### config.mk
export PLATFORM = sky130hd
export DESIGN_NAME = gyro_data_register_block
export DESIGN_NICKNAME = d
export VERILOG_FILES = /design/src/rtl/gyro_data_register_block.v
export VERILOG_INCLUDE_DIRS = /design/src /design/src/rtl
export SDC_FILE = /design/constraint.sdc
export NUM_CORES = 1
export LEC_CHECK = 0
export BUFFER_PORTS_ARGS = -buffer_cell sky130_fd_sc_hd__buf_2
export CORE_MARGIN = 5
export CORE_UTILIZATION = 50
export DETAILED_ROUTE_END_ITERATION = 10
export PLACE_DENSITY = 0.7
export SLEW_MARGIN = 20
export SYNTH_ARGS = -nofsm -noshare
export SYNTH_HDL_FRONTEND = slang
export SYNTH_SLANG_ARGS = --single-unit
### constraint.sdc
create_clock -name clk_sys -period 2.35 [get_ports clk_sys]
set_input_delay 0.1175 -clock clk_sys [delete_from_list [all_inputs] [get_ports clk_sys]]
set_output_delay 0.1175 -clock clk_sys [all_outputs]
set_load 0.005 [all_outputs]
### src/rtl/gyro_regs_consts.vh
`ifndef GYRO_REGS_CONSTS_VH
`define GYRO_REGS_CONSTS_VH
// Register addresses
`define ADR_RATE 7'h00
`define ADR_IDENT 7'h07
`define ADR_STATUS 7'h08
`define ADR_RSVD 7'h09
`define ADR_TEMP 7'h0a
// Address word fields
`define AW_ADR_HI 9
`define AW_ADR_LO 3
`define AW_RW 2
// Control bits in the identification/control register
`define IC_SOFT_RST 2
`define IC_PAR_EN 12
`define IC_PAR_POL 13
// Status bit that reports link parity health
`define ST_PAR_OK 9
// Word lengths in serial clock cycles
`define LEN_PLAIN 5'h10
`define LEN_PARITY 5'h11
`endif

### src/rtl/gyro_data_register_block.v
// Summary of operation
// Master uses only offsets 0x00, 0x07-0x0a
// Rate word bit 0 is odd parity
// Validity set only when all monitors good; code leaves monitor_flags[7] out of validity
// Rate sample sits in bits 15:2
// Soft reset bit resets whole device; code leaves the pin synchronisers running
// Control bit 12 enables link parity
// Bit 13 picks even or odd parity
// Bad received parity clears status bit 9
// Reading status clears parity error
// Temperature word parity and validity bits
// Temperature sample sits in bits 15:2
// Master never writes factory fields
// Parity mode makes words 17 clocks
// Parity failure discards the write
// Nonexistent address reads as zero
// Master writes 0x04 to soft reset
`timescale 1ns/10ps
`include "gyro_regs_consts.vh"
module gyro_data_register_block (
  // System
  input wire clk_sys,
  input wire reset_n,
  // Serial link pins from the master
  input wire sck,
  input wire csn,
  input wire mosi,
  // Serial data pin back to the master
  output wire miso_o,
  output wire miso_oe_n,
  // Sensor side, same clock domain
  input wire [13:0] rate_sample,
  input wire [13:0] temp_sample,
  input wire [13:0] monitor_flags,
  // Control state seen by the system
  output wire link_parity_enable,
  output wire link_parity_polarity,
  output wire soft_reset_pulse
);

  ////////////////////////////////////////////////////////////////////////////
  // Helpers

  // Odd parity bit over bits 14:1, placed in bit 0
  function par_odd;
    input [15:0] w;
    begin
      par_odd = ~^w[14:1];
    end
  endfunction

  // Link parity bit: polarity 0 gives even ones, 1 gives odd ones
  function link_par;
    input [15:0] w;
    input pol;
    begin
      link_par = (^w) ^ pol;
    end
  endfunction

  ////////////////////////////////////////////////////////////////////////////
  // Pin synchronisers; first stage feeds only the second

  reg [1:0] sck_s_q;
  reg [1:0] csn_s_q;
  reg [1:0] mosi_s_q;
  reg sck_d_q; // Delayed sck for edge finding
  reg csn_d_q; // Delayed csn for edge finding

  always @(posedge clk_sys or negedge reset_n) begin
    if (!reset_n) begin
      sck_s_q <= 2'h0;
      csn_s_q <= 2'h3;
      mosi_s_q <= 2'h0;
      sck_d_q <= 1'h0;
      csn_d_q <= 1'h1;
    end else begin
      sck_s_q <= {sck_s_q[0], sck};
      csn_s_q <= {csn_s_q[0], csn};
      mosi_s_q <= {mosi_s_q[0], mosi};
      sck_d_q <= sck_s_q[1];
      csn_d_q <= csn_s_q[1];
    end
  end

  wire sck_rise = sck_s_q[1] & ~sck_d_q;
  wire sck_fall = ~sck_s_q[1] & sck_d_q;
  wire csn_fall = ~csn_s_q[1] & csn_d_q;
  wire sel = ~csn_s_q[1];

  ////////////////////////////////////////////////////////////////////////////
  // State

  reg par_en_q; // Parity checking on
  reg par_pol_q; // Parity polarity
  reg par_err_q; // Sticky parity error
  reg soft_q; // Soft reset request, one cycle
  reg [16:0] rx_q; // Receive shift register
  reg [16:0] tx_q; // Transmit shift register
  reg [16:0] next_q; // Word to send after current one
  reg load_q; // Next falling edge loads next_q
  reg [4:0] cnt_q; // Bits received in current word
  reg data_ph_q; // Expecting the data word of a write
  reg [6:0] wr_adr_q; // Target of pending write
  reg wr_bad_q; // Address word of pending write had bad parity

  ////////////////////////////////////////////////////////////////////////////
  // Register images

  wire [15:0] status_val;
  assign status_val = {monitor_flags[13:8], ~par_err_q, monitor_flags[6:0], 2'h0};
  // Validity needs every monitor except monitor_flags[7], and parity health, good
  wire s_ok = &status_val[15:2];

  wire [15:0] rate_raw = {rate_sample, s_ok, 1'h0};
  wire [15:0] temp_raw = {temp_sample, s_ok, 1'h0};
  wire [15:0] rate_val = {rate_raw[15:1], par_odd(rate_raw)};
  wire [15:0] temp_val = {temp_raw[15:1], par_odd(temp_raw)};
  wire [15:0] ident_val;
  assign ident_val = {2'h0, par_pol_q, par_en_q, 12'h000};

  // Status flag word sent at frame start and after write data
  wire [15:0] flags_raw = {14'h0000, s_ok, 1'h0};
  wire [15:0] flags_val = {flags_raw[15:1], par_odd(flags_raw)};

  ////////////////////////////////////////////////////////////////////////////
  // Word boundary decode

  // Word length follows parity mode at the moment of the check
  wire [4:0] word_len = par_en_q ? `LEN_PARITY : `LEN_PLAIN;
  wire [16:0] rx_next = {rx_q[15:0], mosi_s_q[1]};
  wire [15:0] rx_word = par_en_q ? rx_next[16:1] : rx_next[15:0];
  // Extra bit checked only in parity mode
  wire rx_bad = par_en_q & (link_par(rx_word, par_pol_q) != rx_next[0]);
  wire word_end = sel & sck_rise & (cnt_q == word_len - 5'h01);
  wire is_write = rx_word[`AW_RW];

  // Read decode; reserved and unknown addresses read zero
  reg [15:0] rd_val;
  always @* begin
    case (rx_word[`AW_ADR_HI:`AW_ADR_LO])
      `ADR_RATE: rd_val = rate_val;
      `ADR_IDENT: rd_val = ident_val;
      `ADR_STATUS: rd_val = status_val;
      `ADR_TEMP: rd_val = temp_val;
      default: rd_val = 16'h0000;
    endcase
  end

  // Outgoing word with link parity bit appended
  function [16:0] frame_tx;
    input [15:0] w;
    input en;
    input pol;
    begin
      frame_tx = {w, en & link_par(w, pol)};
    end
  endfunction

  ////////////////////////////////////////////////////////////////////////////
  // Main process; soft reset clears state synchronously

  always @(posedge clk_sys or negedge reset_n) begin
    if (!reset_n) begin
      par_en_q <= 1'h0;
      par_pol_q <= 1'h0;
      par_err_q <= 1'h0;
      soft_q <= 1'h0;
      rx_q <= 17'h00000;
      tx_q <= 17'h00000;
      next_q <= 17'h00000;
      load_q <= 1'h0;
      cnt_q <= 5'h00;
      data_ph_q <= 1'h0;
      wr_adr_q <= 7'h00;
      wr_bad_q <= 1'h0;
    end else if (soft_q) begin
      // All main-process state back to reset values; pin synchronisers keep running
      par_en_q <= 1'h0;
      par_pol_q <= 1'h0;
      par_err_q <= 1'h0;
      soft_q <= 1'h0;
      rx_q <= 17'h00000;
      tx_q <= 17'h00000;
      next_q <= 17'h00000;
      load_q <= 1'h0;
      cnt_q <= 5'h00;
      data_ph_q <= 1'h0;
      wr_adr_q <= 7'h00;
      wr_bad_q <= 1'h0;
    end else if (!sel) begin
      // Deselected: frame aborted, next word is an address
      cnt_q <= 5'h00;
      data_ph_q <= 1'h0;
      load_q <= 1'h0;
      wr_bad_q <= 1'h0;
    end else if (csn_fall) begin
      // Frame start: status flags go out first
      tx_q <= frame_tx(flags_val, par_en_q, par_pol_q);
      cnt_q <= 5'h00;
      load_q <= 1'h0;
    end else begin
      if (sck_fall) begin
        // Shift out on falling edge, or start the queued word
        if (load_q) begin
          // Parity framed at load, so a mode written in the last word applies
          tx_q <= frame_tx(next_q[16:1], par_en_q, par_pol_q);
          load_q <= 1'h0;
        end else begin
          tx_q <= {tx_q[15:0], 1'h0};
        end
      end
      if (sck_rise) begin
        // Sample on rising edge
        rx_q <= rx_next;
        cnt_q <= word_end ? 5'h00 : cnt_q + 5'h01;
      end
      if (word_end) begin
        load_q <= 1'h1;
        if (!data_ph_q) begin
          // Address word: answer with the addressed register
          next_q <= frame_tx(rd_val, par_en_q, par_pol_q);
          data_ph_q <= is_write;
          wr_adr_q <= rx_word[`AW_ADR_HI:`AW_ADR_LO];
          wr_bad_q <= rx_bad;
          if (rx_bad) begin
            par_err_q <= 1'h1;
          end else if (!is_write && rx_word[`AW_ADR_HI:`AW_ADR_LO] == `ADR_STATUS) begin
            par_err_q <= 1'h0;
          end
        end else begin
          // Data word: commit unless either word failed parity
          next_q <= frame_tx(flags_val, par_en_q, par_pol_q);
          data_ph_q <= 1'h0;
          if (rx_bad) begin
            par_err_q <= 1'h1;
          end
          if (!rx_bad && !wr_bad_q && wr_adr_q == `ADR_IDENT) begin
            // Only the control bits are writable; factory bits stay put
            par_en_q <= rx_word[`IC_PAR_EN];
            par_pol_q <= rx_word[`IC_PAR_POL];
            soft_q <= rx_word[`IC_SOFT_RST];
          end
        end
      end
    end
  end

  ////////////////////////////////////////////////////////////////////////////
  // Outputs

  assign miso_o = tx_q[16];
  assign miso_oe_n = ~sel;
  assign link_parity_enable = par_en_q;
  assign link_parity_polarity = par_pol_q;
  assign soft_reset_pulse = soft_q;

endmodule

==> results, run 1 <==
- The flow ran to the end, and the final reports show no timing, DRC or antenna violations.
- Pin placement for this block handled 52 I/O pins.
- In the layout the commonest cells are 73 x nand2_1, 72 x dfrtp_1, 49 x buf_2.
- Setup violations remaining at the end of the flow were counted as 0.
- Data on the critical path is required at its endpoint by 2620 ps.
- The max-slew violation total from the final report is 0.
- Static timing analysis puts the maximum clock frequency at 0.456 GHz.
- Multiplexer cells account for 6.37% of the synthesized area.
- The average via count per standard cell is 5.67.
- The leakage power is 0.00226 uW.
- The final HPWL from detailed placement is 7.38 mm.
- The post-synth design cell area is 4400 um^2.
- The simple-gate share of the synthesized area is 16.8%.
- The final design instance area without fill is 5140 um^2.
- Sequential cells account for 43.4% of the total power.
- In the synthesized netlist the async set-or-reset flop fraction comes to 100%.
- The post-synthesis net count is 495.
- The part of the total power dissipated in combinational logic is 21.2%.
- By instance count, the cell type seen most on the critical path is buf_12.
- Of the total synthesized cell area, the portion taken by XOR and XNOR cells is 13.6%.
- The wire length per cell after detailed routing is 16.9 um.
- The tree built by TritonCTS fans out to 76 sinks.
- Dividing total power by cell area gives a power density of 623 nW/um^2.
- The cell count after synthesis came out at 447.
- The global-route wire length before repair is 17.5 mm.
- For the pin with the worst max-slew slack, the measured transition is 960 ps.
- The peak per-stage delay on the critical path is 560 ps.
- The longest clock path from root to sink contains 2 buffers.
- In the synthesized netlist the dominant register cell turns out to be dfrtp_1.
- The area of the core region is 8640 um^2.
- The critical path startpoint category is a flop.
- The final worst-path setup slack is 157 ps.
- The initial antenna violation count is 0.
- In this run switching power makes up 27.4% of total power.
- Sequential elements use 43.3% of the synthesized area.
- The area overhead of the layout relative to synthesis is 16.9%.
- After the first detailed-routing iteration, the DRC count stood at 237.
- The shortest period the worst path allows is 2190 ps.
- Buffers placed on the I/O ports in this run total 50.
- In this run, distinct cell masters in the synthesized netlist total 60.
- In this run, synthesis inferred 0 flip-flops with an integrated enable.
- The multi-input gate area in the final layout is 2320 um^2.
- The final routed DRC violation total is 0.
- Summed over all layers, the routed wires come to 10.4 mm.
- The worst pin sits at a relative slew slack of 36.0%.
- Fill cells in the final layout number 783.
- Setup repair after global routing left no endpoint under its margin.
- The clock tree from TritonCTS is yes.
- The pin count of the biggest net entering global routing is 77.
- The die span in y is 104 um.
- The peak fanout along the critical path is 16.
- The slowest stage of the critical path is the a2111oi_2 cell.
- The total clock buffers created by CTS is 9.
- The minimum setup slack after placement is 115 ps.
- The net count reported at finish is 555.
- The antenna diode instance count is 0.
- The number of detailed-route iterations in the first pass is 6.
- The post-route antenna net violation count is 0.
- The synthesized netlist devotes 15.4% of its cell area to compound gates.
- For the final routed database, the setup TNS stands at 0 ps.
- The clock reaches the later pin of the worst-skew pair after 360 ps.
- The remaining global-route overflow is 0.
- The sequential cells in the finished layout cover a total of 1910 um^2.
- The total internal power is 2330 uW.
- Per report_power, the clock group accounts for 35.5% of the total.
- The vias after detailed routing is 3,511.
- After layout, the worst path uses 93.3% of the clock period.
- The via count of the first global-routing pass is 3,590.
- The most common library cell in the layout ignoring fill and taps is nand2_1.
- In this run the mean area of a mapped cell was 9.85 um^2.
- The weighted congestion at the end of routability-driven global placement is 0.789.
- Summed over all nets, the switching power comes to 879 uW.
- The floorplan step defined a die boundary enclosing 10,800 um^2.
- The initial standard-cell utilization of the core is 51.0%.
- The number of max-cap violations is 0.
- The setup path with the least slack is of type flop to flop.
- The buffer cell driving the clock tree root is clkbuf_8.
- After floorplanning, the core was divided into 34 placement rows.
- The overall fraction of global-route tracks in use is 19.7%.
- IR analysis of the VDD net gives a maximum drop of 0.407 mV.
- Summing the areas of all fa, ha and maj instances in the mapped netlist gives 0.284% of the synthesized area.
- The worst path arrival time is 2460 ps.
- On the final layout, the worst clock skew is 9.72 ps.
- After synthesis, the largest family of logic cells by area is simple AND/OR/NAND/NOR gates.
- After detailed placement, the total cell area comes to 4830 um^2.
- The tightest min-delay check is of the input pin to flop type.
- The chip width is 104 um.
- Counting flops and latches in the post-synthesis netlist gives 76.
- Cells with a size suffix above 1 make up 21.5% of the layout.
- The H-tree generated during clock tree synthesis spans 3 levels.
- Walking the worst path, the cells encountered are buf_12, buf_12, nor2b_1, a2111oi_2, and3_1, buf_4, a222oi_1, o21ai_0.
- After clock tree synthesis, the clock-pin slew on the worst setup and hold paths is 80 ps.
- The count of endpoints failing hold in the final timing report came to 0.
- The total number of yosys warnings is 0.
- STA classifies the critical path endpoint as a flop.
- Measured on the finished design, the core utilization comes to 59.6%.
==> layer usage <==
layer | part of all wire [%] | global-route usage [%]
met1 | 45 | 25.5
met2 | 51 | 33.0
met3 | 3.3 | 4.73
met4 | 1.2 | 5.55
met5 | 0 | 0
==> timing repair <==
item | in CTS | in global routing
endpoints found under the hold margin | 76 | 0
endpoints found under the setup margin | 0 | 19
resized for setup | 0 | 2
buffers inserted | 0 | 4
hold buffers | 4 | 0
==> final timing paths <==
check	from	to	slack [ps]	cells past startpoint
setup reg to reg	link_parity_enable	next_q[3]	160	8
max in group asynchronous	reset_n	link_parity_enable	1220	2
setup / recovery	link_parity_enable	next_q[3]	160	8
hold / removal	rate_sample[13]	next_q[16]	60	3
hold reg to reg	sck_s_q[0]	sck_s_q[1]	360	0
min in group asynchronous	reset_n	sck_s_q[1]	460	2
==> state kept, by name, summed over array words and instances, names as in the netlist, 2 cells and up <==
name,cells
tx_q,17
rx_q,16
next_q,16
cnt_q,5
sck_s_q,2
csn_s_q,2
mosi_s_q,2
wr_adr_q,7
==> worst max-delay path: cells and delay by family (launching register included) <==
kind / cells / cell delay, ps
buffers and inverters: 3 / 480
AOI/OAI and AO/OA: 3 / 840
and+or+nand+nor: 2 / 380
DFF: 1 / 410
==> power groups by stage <==
stage                     Clock [uW]  Combinational (uW)  Sequential, uW
final                           1140                 679            1390
after global routing            1210                 741            1400
after CTS                       1160                 679            1390
after detailed placement           0                 673            1420
after global placement             0                 655            1410
after floorplan                    0                 499            1390
==> cell usage after synthesis, types with 5 or more instances <==
cell / count / area share (%)
dfrtp_1: 73 / 41
mux2i_1: 28 / 6.4
a211oi_1: 6 / 1.0
a21oi_1: 25 / 2.8
buf_2: 10 / 1.1
a222oi_1: 14 / 3.2
xor2_1: 16 / 3.2
nand2_1: 73 / 6.2
xnor2_1: 30 / 6.0
buf_4: 5 / 0.85
clkbuf_1: 17 / 1.4
o21ai_0: 16 / 1.8
nand4_1: 5 / 0.71
o31ai_1: 5 / 0.85
nor2b_1: 6 / 0.85
nor3_1: 10 / 1.1
nand4b_1: 6 / 1.2
o21ai_1: 13 / 1.5
nor2_1: 21 / 1.8
xnor3_1: 8 / 4.1
==> through the flow <==
stage | cells | hold WS (ps) | total power, uW
floorplan | 447 | -178 | 1890
global placement | 596 | 223 | 2070
detailed placement | 596 | 226 | 2090
CTS | 615 | 51.8 | 3230
global route | 619 | 49.0 | 3350
finish | 619 | 63.8 | 3210
==> cell families after synthesis <==
group / count (synthesis)
buf+inv: 39
flops: 76
mux: 28
simple gates: 148
compound gates: 100
fa+ha+maj: 1
xor+xnor: 55
==> final cells by class <==
cell class                      instances  area share [%]
Multi-Input combinational cell        332            45.0
Timing Repair Buffer                   85            10.7
Tap cell                              108            2.63
Clock buffer                           11            2.94
Inverter                                3           0.219
Clock inverter                          4            1.41
Sequential cell                        76            37.1
No activity file was read; power rests on OpenSTA's default activity.
==> inputs of run 2 (changes only) <==
--- a/config.mk
+++ b/config.mk
@@ -6,11 +6,10 @@
 export SDC_FILE = /design/constraint.sdc
 export NUM_CORES = 1
 export LEC_CHECK = 0
-export BUFFER_PORTS_ARGS = -buffer_cell sky130_fd_sc_hd__buf_2
 export CORE_MARGIN = 5
 export CORE_UTILIZATION = 50
 export DETAILED_ROUTE_END_ITERATION = 10
-export PLACE_DENSITY = 0.7
+export DONT_BUFFER_PORTS = 1
 export SLEW_MARGIN = 20
 export SYNTH_ARGS = -nofsm -noshare
 export SYNTH_HDL_FRONTEND = slang
==> run 2 against run 1 <==
Effect of this change: die area unchanged; clock skew grew 0.85 ps; non-clock buffer count is 27 lower; worst setup slack better by 0.99 ps; sequential power about the same; sequential cell count stayed put; the run now ends with negative hold slack left; critical path depth fell by 2; first-iteration DRC count down 11%; power decreased by 1.9%; fmax hardly changed; core utilization down 0.087 points; global-route usage is 1.2 points higher.
==> results, run 2 (same netlist as run 1, synthesis figures left out) <==
- The critical path startpoint category is a flop (unchanged).
- The antenna diode instance count is 0 (unchanged).
- The max-slew violation total from the final report is 0 (unchanged).
- The number of failing setup endpoints in the final timing report is 0 (unchanged).
- The number of flip-flops in the largest register came to 17 (unchanged).
- The clock network latency to the later pin of the worst-skew pair is 350 ps (was 360 ps).
- The weighted congestion at the end of routability-driven global placement is 0.801 (was 0.789).
- The number of buffers on the longest clock path was 2 (unchanged).
- The remaining global-route overflow is 0 (unchanged).
- The clock tree from TritonCTS is yes (unchanged).
- The maximum level of the CTS H-tree is 3 (unchanged).
- The global-route wire length before repair was 18.5 mm (was 17.5 mm).
- The met2 capacity usage during global routing came to 33.7% (was 33.0%).
- The category of cells accounting for the largest share of critical-path delay is XOR/XNOR gates (was compound AO/OA/AOI/OAI gates).
- The final HPWL from detailed placement is 7.36 mm (was 7.38 mm).
- The peak ir drop on the vdd network is 0.447 mV (was 0.407 mV).
- The shortest period the worst path allows came to 2190 ps (about the same).
- Leading cell types in the layout, fill and taps excluded: 73 x nand2_1, 71 x dfrtp_1, 31 x dlygate4sd3_1 (was 73 x nand2_1, 72 x dfrtp_1, 49 x buf_2).
- The number of standard cells in the final layout excluding fillers was 593 (was 619).
- The number of buffers inserted by post-CTS setup repair is 0 (unchanged).
- The total clock buffers created by CTS is 9 (unchanged).
- The most common library cell in the layout ignoring fill and taps was nand2_1 (unchanged).
- The largest register by flop count was tx_q (unchanged).
- The total negative slack is 0 ps (unchanged).
- The peak fanout along the critical path is 5 (was 16).
- The data required time at the worst endpoint came to 2600 ps (was 2620 ps).
- The remaining max-slew budget at the tightest pin came to 54.1% (was 36.0%).
- The setup clock skew after layout is 10.6 ps (was 9.72 ps).
- The number of DRC markers after the initial detailed-route iteration is 212 (was 237).
- The transition time at the pin with the least slew margin was 688 ps (was 960 ps).
- The chip width came to 104 um (unchanged).
- The number of standard-cell rows in the floorplan is 34 (unchanged).
- The clock-pin slew reported for the worst setup and hold paths after clock tree synthesis is 80 ps (about the same).
- The worst hold margin is -2.23 ps (was 63.8 ps).
- The leakage power is 0.00214 uW (was 0.00226 uW).
- The final routed DRC violation total is 0 (unchanged).
- The count of input and output buffers is 0 (was 50).
- Leading registers by flop count: tx_q: 17 flops, next_q: 16 flops, rx_q: 16 flops (unchanged).
- The met3 usage in global routing is 5.91% (was 4.73%).
- The die span in y came to 104 um (unchanged).
- The number of max-cap violations is 0 (unchanged).
- The area enclosed by the die boundary is 10,800 um^2 (unchanged).
- The worst path arrival time is 2450 ps (was 2460 ps).
- The TritonCTS sink count came to 76 (unchanged).
- The share of the clock period used by the worst path was 93.3% (about the same).
- The global-route layer with the greatest usage is met2 (unchanged).
- The initial standard-cell utilization of the core came to 51.0% (unchanged).
- The buffer cell driving the clock tree root is clkbuf_8 (unchanged).
- The initial antenna violation count is 0 (unchanged).
- The global routing met1 resource utilization was 27.1% (was 25.5%).
- The count of endpoints failing hold in the final timing report is 1 (was 0).
- The peak per-stage delay on the critical path is 470 ps (was 560 ps).
- The class of the tightest hold or removal check is input pin to flop (unchanged).
- The endpoint class of the critical path was a flop (unchanged).
- Run status: complete, but fails checks (was complete, no violations).
- The buffer and inverter count on the worst path is 0 (was 3).
- The overall fraction of global-route tracks in use was 20.9% (was 19.7%).
- The number of cells after detailed placement is 545 (was 596).
- The final reports fail on negative hold slack.
- The most common cell type on the critical path is xnor3_1 (was buf_12).
- The top-level port count came to 52 (unchanged).
- The net count reported at finish is 528 (was 555).
- The maximum clock rate is 0.456 GHz (about the same).
- The via count of the first global-routing pass came to 3,558 (was 3,590).
- The number of detailed-route iterations in the first pass is 5 (was 6).
- CP cell instances: xor2_2, mux2i_1, xnor3_1, xnor3_1, and2_4, nor4_4 (was buf_12, buf_12, nor2b_1, a2111oi_2, and3_1, buf_4, a222oi_1, o21ai_0).
- The slowest library cell on the worst path is dfrtp_1 (was a2111oi_2).
- The wire length per cell after detailed routing was 18.4 um (was 16.9 um).
- The area overhead of the layout relative to synthesis is 16.7% (was 16.9%).
- The power per cell area is 613 nW/um^2 (was 623 nW/um^2).
- The post-route antenna net violation count was 0 (unchanged).
- The vias after detailed routing is 3,510 (was 3,511).
- The critical path class is flop to flop (unchanged).
- The overall routed net length is 10.9 mm (was 10.4 mm).
- The area of the core region came to 8640 um^2 (unchanged).
- The pin count of the biggest net entering global routing came to 77 (unchanged).
- The fraction of final layout cells with drive strength greater than 1 came to 12.0% (was 21.5%).
- The total power draw came to 3150 uW (was 3210 uW).
- The average via count per standard cell is 5.92 (was 5.67).
- RSZ-0062 raised after global routing: no (unchanged).
-- run 2: cell types whose count changed in the layout (fill, tap and decap cells not counted) --
cell,delta
or3_1,-1
buf_16,+1
buf_4,-5
buf_12,-1
nor4bb_1,-1
nor4bb_2,+1
clkinv_2,+1
dfrtp_1,-1
or3_4,+1
clkbuf_1,+2
dlygate4sd3_1,+27
dfrtp_2,+1
buf_2,-49
clkbuf_8,-2
-- run 2: worst paths after layout --
kind	startpoint	slack (ps)	cells past startpoint	end
worst max-delay path	rx_q[11]	160	6	soft_reset_pulse
worst min-delay path	rate_sample[12]	-2	2	next_q[15]
worst max register to register	rx_q[11]	160	6	soft_reset_pulse
worst min register to register	mosi_s_q[0]	360	0	mosi_s_q[1]
max in group asynchronous	reset_n	1650	2	csn_s_q[1]
min in group asynchronous	reset_n	380	2	rx_q[1]
-- run 2: worst reg2reg max path, cell delays in order, from the launching register on --
cell     delay, ps
dfrtp_1        470
xor2_2         170
mux2i_1        140
xnor3_1        400
xnor3_1        440
and2_4         220
nor4_4         250
-- run 2: cell type report --
class	instances	area (um^2)
fillers	749	3500
clock buffers	11	131
multi-input cells	332	2330
flip-flops and latches	76	1910
inverters	3	11.3
well taps	108	135
repair buffers	58	546
clock inverters	5	77.6
-- run 2: per-layer routing --
layer | up-vias | share of wire (%) | wire (um)
met5 | - | 0 | 0
met4 | 0 | 2.4 | 261
met3 | 26 | 5.6 | 607
met2 | 112 | 50 | 5440
met1 | 1716 | 42 | 4620
li1 | 1656 | - | -
-- run 2: per-stage QoR --
| step | util (%) | setup slack [ps] | area, um^2 |
|---|---|---|---|
| 2_1_floorplan | - | 237 | 4400 |
| 3_3_place_gp | 52.9 | 121 | 4570 |
| 3_5_place_dp | 52.9 | 124 | 4570 |
| 4_1_cts | 59.3 | 72.7 | 5120 |
| 5_1_grt | 59.5 | 10.0 | 5140 |
| 6_report | 59.5 | 158 | 5140 |
-- run 2: timing repair --
| action | in CTS | in global routing |
|---|---|---|
| hold buffers | 32 | 0 |
| hold endpoints to repair | 91 | 0 |
| endpoints found under the setup margin | 0 | 19 |
| gates resized for setup | 0 | 5 |
-- run 2: power by group --
group	internal (uW)	switching (uW)	total [uW]
combinational	350	340	690
clock	595	475	1070
sequential	1340	42.5	1390
==> inputs of run 3 (changes only) <==
--- a/config.mk
+++ b/config.mk
@@ -8,6 +8,8 @@
 export LEC_CHECK = 0
 export CORE_MARGIN = 5
 export CORE_UTILIZATION = 50
+export CTS_BUF_LIST = sky130_fd_sc_hd__clkbuf_8
+export CTS_CLUSTER_SIZE = 12
 export DETAILED_ROUTE_END_ITERATION = 10
 export DONT_BUFFER_PORTS = 1
 export SLEW_MARGIN = 20
==> run 3 against run 2 <==
Effect of this change: the run now ends clean; die area did not move; sequential share of layout area did not move; final area did not move; worst hold slack improved by 6.1 ps; routed wire length rose by 0.41%; worst setup slack got worse by 3.2 ps; cell count did not move; critical endpoint unchanged; highest routed layer unchanged.
==> results, run 3 (same netlist as run 1, synthesis figures left out) <==
- The pin count of the biggest net entering global routing is 77 (unchanged).
- The total negative slack was 0 ps (unchanged).
- The number of buffers on the longest clock path is 2 (unchanged).
- The overall routed net length is 11.0 mm (was 10.9 mm).
- CP cell instances: xor2_2, mux2i_1, xnor3_1, xnor3_1, and2_4, nor4_4 (unchanged).
- The number of failing setup endpoints in the final timing report is 0 (unchanged).
- The register-to-register path setup slack is 160 ps (about the same).
- The end of the worst register-to-register path is soft_reset_pulse (unchanged).
- The fraction of final layout cells with drive strength greater than 1 was 12.0% (unchanged).
- The overall fraction of global-route tracks in use is 20.9% (unchanged).
- The share of the clock period used by the worst path is 93.4% (was 93.3%).
- The initial antenna violation count is 0 (unchanged).
- The slowest library cell on the worst path is dfrtp_1 (unchanged).
- The area of the core region is 8640 um^2 (unchanged).
- The total cell area at the placement stage is 4570 um^2 (unchanged).
- The initial standard-cell utilization of the core is 51.0% (unchanged).
- The peak per-stage delay on the critical path is 470 ps (about the same).
- The number of standard-cell rows in the floorplan was 34 (unchanged).
- The max-slew violation total from the final report is 0 (unchanged).
- The worst-case hold path end point is next_q[15] (unchanged).
- The count of input and output buffers is 0 (unchanged).
- The TritonCTS sink count is 76 (unchanged).
- The remaining max-slew budget at the tightest pin came to 54.6% (was 54.1%).
- The count of endpoints failing hold in the final timing report is 0 (was 1).
- The final-layout fill cell count is 749 (unchanged).
- The number of cells traversed by the worst register-to-register path is 6 (unchanged).
- The final HPWL from detailed placement was 7.36 mm (unchanged).
- The top-level port count came to 52 (unchanged).
- The power dissipated by switching net loads was 866 uW (was 858 uW).
- The post-route antenna net violation count is 0 (unchanged).
- The maximum level of the CTS H-tree is 3 (unchanged).
- The area overhead of the layout relative to synthesis was 16.7% (unchanged).
- The most common library cell in the layout ignoring fill and taps was nand2_1 (unchanged).
- The worst path arrival time came to 2450 ps (about the same).
- The portion of total power attributed to sequential cells came to 44.1% (about the same).
- The transition time at the pin with the least slew margin was 680 ps (was 688 ps).
- The peak fanout along the critical path is 5 (unchanged).
- The length of routed met3 wiring was 643 um (was 607 um).
- The power per cell area was 613 nW/um^2 (about the same).
- The global-route wire length before repair is 18.5 mm (unchanged).
- The shortest period the worst path allows came to 2190 ps (about the same).
- The number of flip-flops in the largest register is 17 (unchanged).
- The final design instance area without fill came to 5140 um^2 (unchanged).
- The average via count per standard cell is 5.94 (was 5.92).
- The final routed DRC violation total is 0 (unchanged).
- The share of total power in the clock network came to 34.0% (about the same).
- The chip width is 104 um (unchanged).
- The total internal power is 2280 uW (was 2290 uW).
- The critical path startpoint category is a flop (unchanged).
- The top metal layer carrying routed signals is met4 (unchanged).
- The buffer cell driving the clock tree root is clkbuf_8 (unchanged).
- The total routed wire length on the met1 layer is 4.63 mm (was 4.62 mm).
- The endpoint class of the critical path is a flop (unchanged).
- The clock network latency to the later pin of the worst-skew pair came to 360 ps (was 350 ps).
- The maximum clock rate is 0.456 GHz (about the same).
- The most common cell type on the critical path is xnor3_1 (unchanged).
- The part of the total power dissipated in combinational logic is 22.0% (was 21.9%).
- The total clock buffers created by CTS was 9 (unchanged).
- The critical path class is flop to flop (unchanged).
- The die span in y is 104 um (unchanged).
- The wire length per cell after detailed routing came to 18.5 um (was 18.4 um).
- The data required time at the worst endpoint is 2610 ps (was 2600 ps).
- The proportion of total power due to net switching is 27.5% (was 27.3%).
- RSZ-0062 raised after global routing: no (unchanged).
- The remaining global-route overflow is 0 (unchanged).
- The largest register by flop count is tx_q (unchanged).
- The minimum setup slack after placement is 124 ps (unchanged).
- The net count reported at finish is 528 (unchanged).
- Leading cell types in the layout, fill and taps excluded: 73 x nand2_1, 71 x dfrtp_1, 31 x dlygate4sd3_1 (unchanged).
- The via count of the first global-routing pass came to 3,558 (unchanged).
- The number of DRC markers after the initial detailed-route iteration is 195 (was 212).
- The count of cells along the worst hold path is 2 (unchanged).
- The startpoint of the tightest hold check path was rate_sample[12] (unchanged).
- The number of detailed-route iterations in the first pass came to 7 (was 5).
- The number of buffers inserted by post-CTS setup repair is 0 (unchanged).
- The weighted congestion at the end of routability-driven global placement was 0.801 (unchanged).
- The class of the tightest hold or removal check is input pin to flop (unchanged).
- The length of routed met2 wiring is 5.40 mm (was 5.44 mm).
- The clock tree from TritonCTS is yes (unchanged).
- The vias after detailed routing is 3,521 (was 3,510).
- The peak ir drop on the vdd network was 0.452 mV (was 0.447 mV).
- The area enclosed by the die boundary is 10,800 um^2 (unchanged).
- The clock-pin slew reported for the worst setup and hold paths after clock tree synthesis was 80 ps (about the same).
- The number of max-cap violations was 0 (unchanged).
- Leading registers by flop count: tx_q: 17 flops, next_q: 16 flops, rx_q: 16 flops (unchanged).
- The setup clock skew after layout is 13.1 ps (was 10.6 ps).
- The leakage power was 0.00215 uW (was 0.00214 uW).
- Run status: complete, no violations (was complete, but fails checks).
- The final worst-path setup slack is 155 ps (was 158 ps).
- The antenna diode instance count is 0 (unchanged).
- The worst flop-to-flop path startpoint is rx_q[11] (unchanged).
-- run 3: critical path: cells and delay by family, from the launching register on --
family / cells / cell delay [ps]
DFF: 1 / 470
and+or+nand+nor: 2 / 470
muxes: 1 / 140
xor gates and xnor gates: 3 / 1010
-- run 3: metrics by stage --
| stage | total power (uW) | util (%) | hold slack, ps | instances |
|---|---|---|---|---|
| detailed placement | 2010 | 52.9 | -174 | 545 |
| global route | 3300 | 59.5 | 2.75 | 593 |
| CTS | 3170 | 59.3 | 0.898 | 593 |
| floorplan | 1890 | - | -178 | 447 |
| finish | 3150 | 59.5 | 3.87 | 593 |
| global placement | 2010 | 52.9 | -174 | 545 |
-- run 3: cell type report --
type	count	area (um^2)	share of cell area, %
inverters	3	11.3	0.219
well taps	108	135	2.63
repair buffers	58	546	10.6
clock buffers	9	124	2.41
clock inverters	7	85.1	1.66
multi-input cells	332	2330	45.3
flip-flops and latches	76	1910	37.1
-- run 3: what timing repair did --
action / in CTS / in global routing
resized for setup: 0 / 5
hold endpoints to repair: 91 / 0
setup endpoints to repair: 0 / 19
hold buffers: 32 / 0
-- run 3: how the worst max path moves through the flow --
stage	to	slack (ps)	depth (start not counted)	start
floorplan	soft_reset_pulse	240	7	rx_q[5]
global placement	next_q[1]	120	7	link_parity_enable
detailed placement	next_q[1]	120	7	link_parity_enable
CTS	next_q[1]	70	7	link_parity_enable
global route	soft_reset_pulse	10	6	rx_q[11]
finish	soft_reset_pulse	160	6	rx_q[11]
-- run 3: per-layer routing --
metal  vias up  global-route usage (%)
met3        30                    5.91
met4         0                    6.75
met5         -                       0
met1      1722                    27.1
met2       114                    33.7
li1       1655                       -
-- run 3: power groups by stage --
stage | Combinational [uW] | Clock (uW) | Sequential [uW]
6_report | 692 | 1070 | 1390
5_1_grt | 752 | 1150 | 1390
4_1_cts | 683 | 1100 | 1390
3_5_place_dp | 602 | 0 | 1410
3_3_place_gp | 599 | 0 | 1410
2_1_floorplan | 499 | 0 | 1390
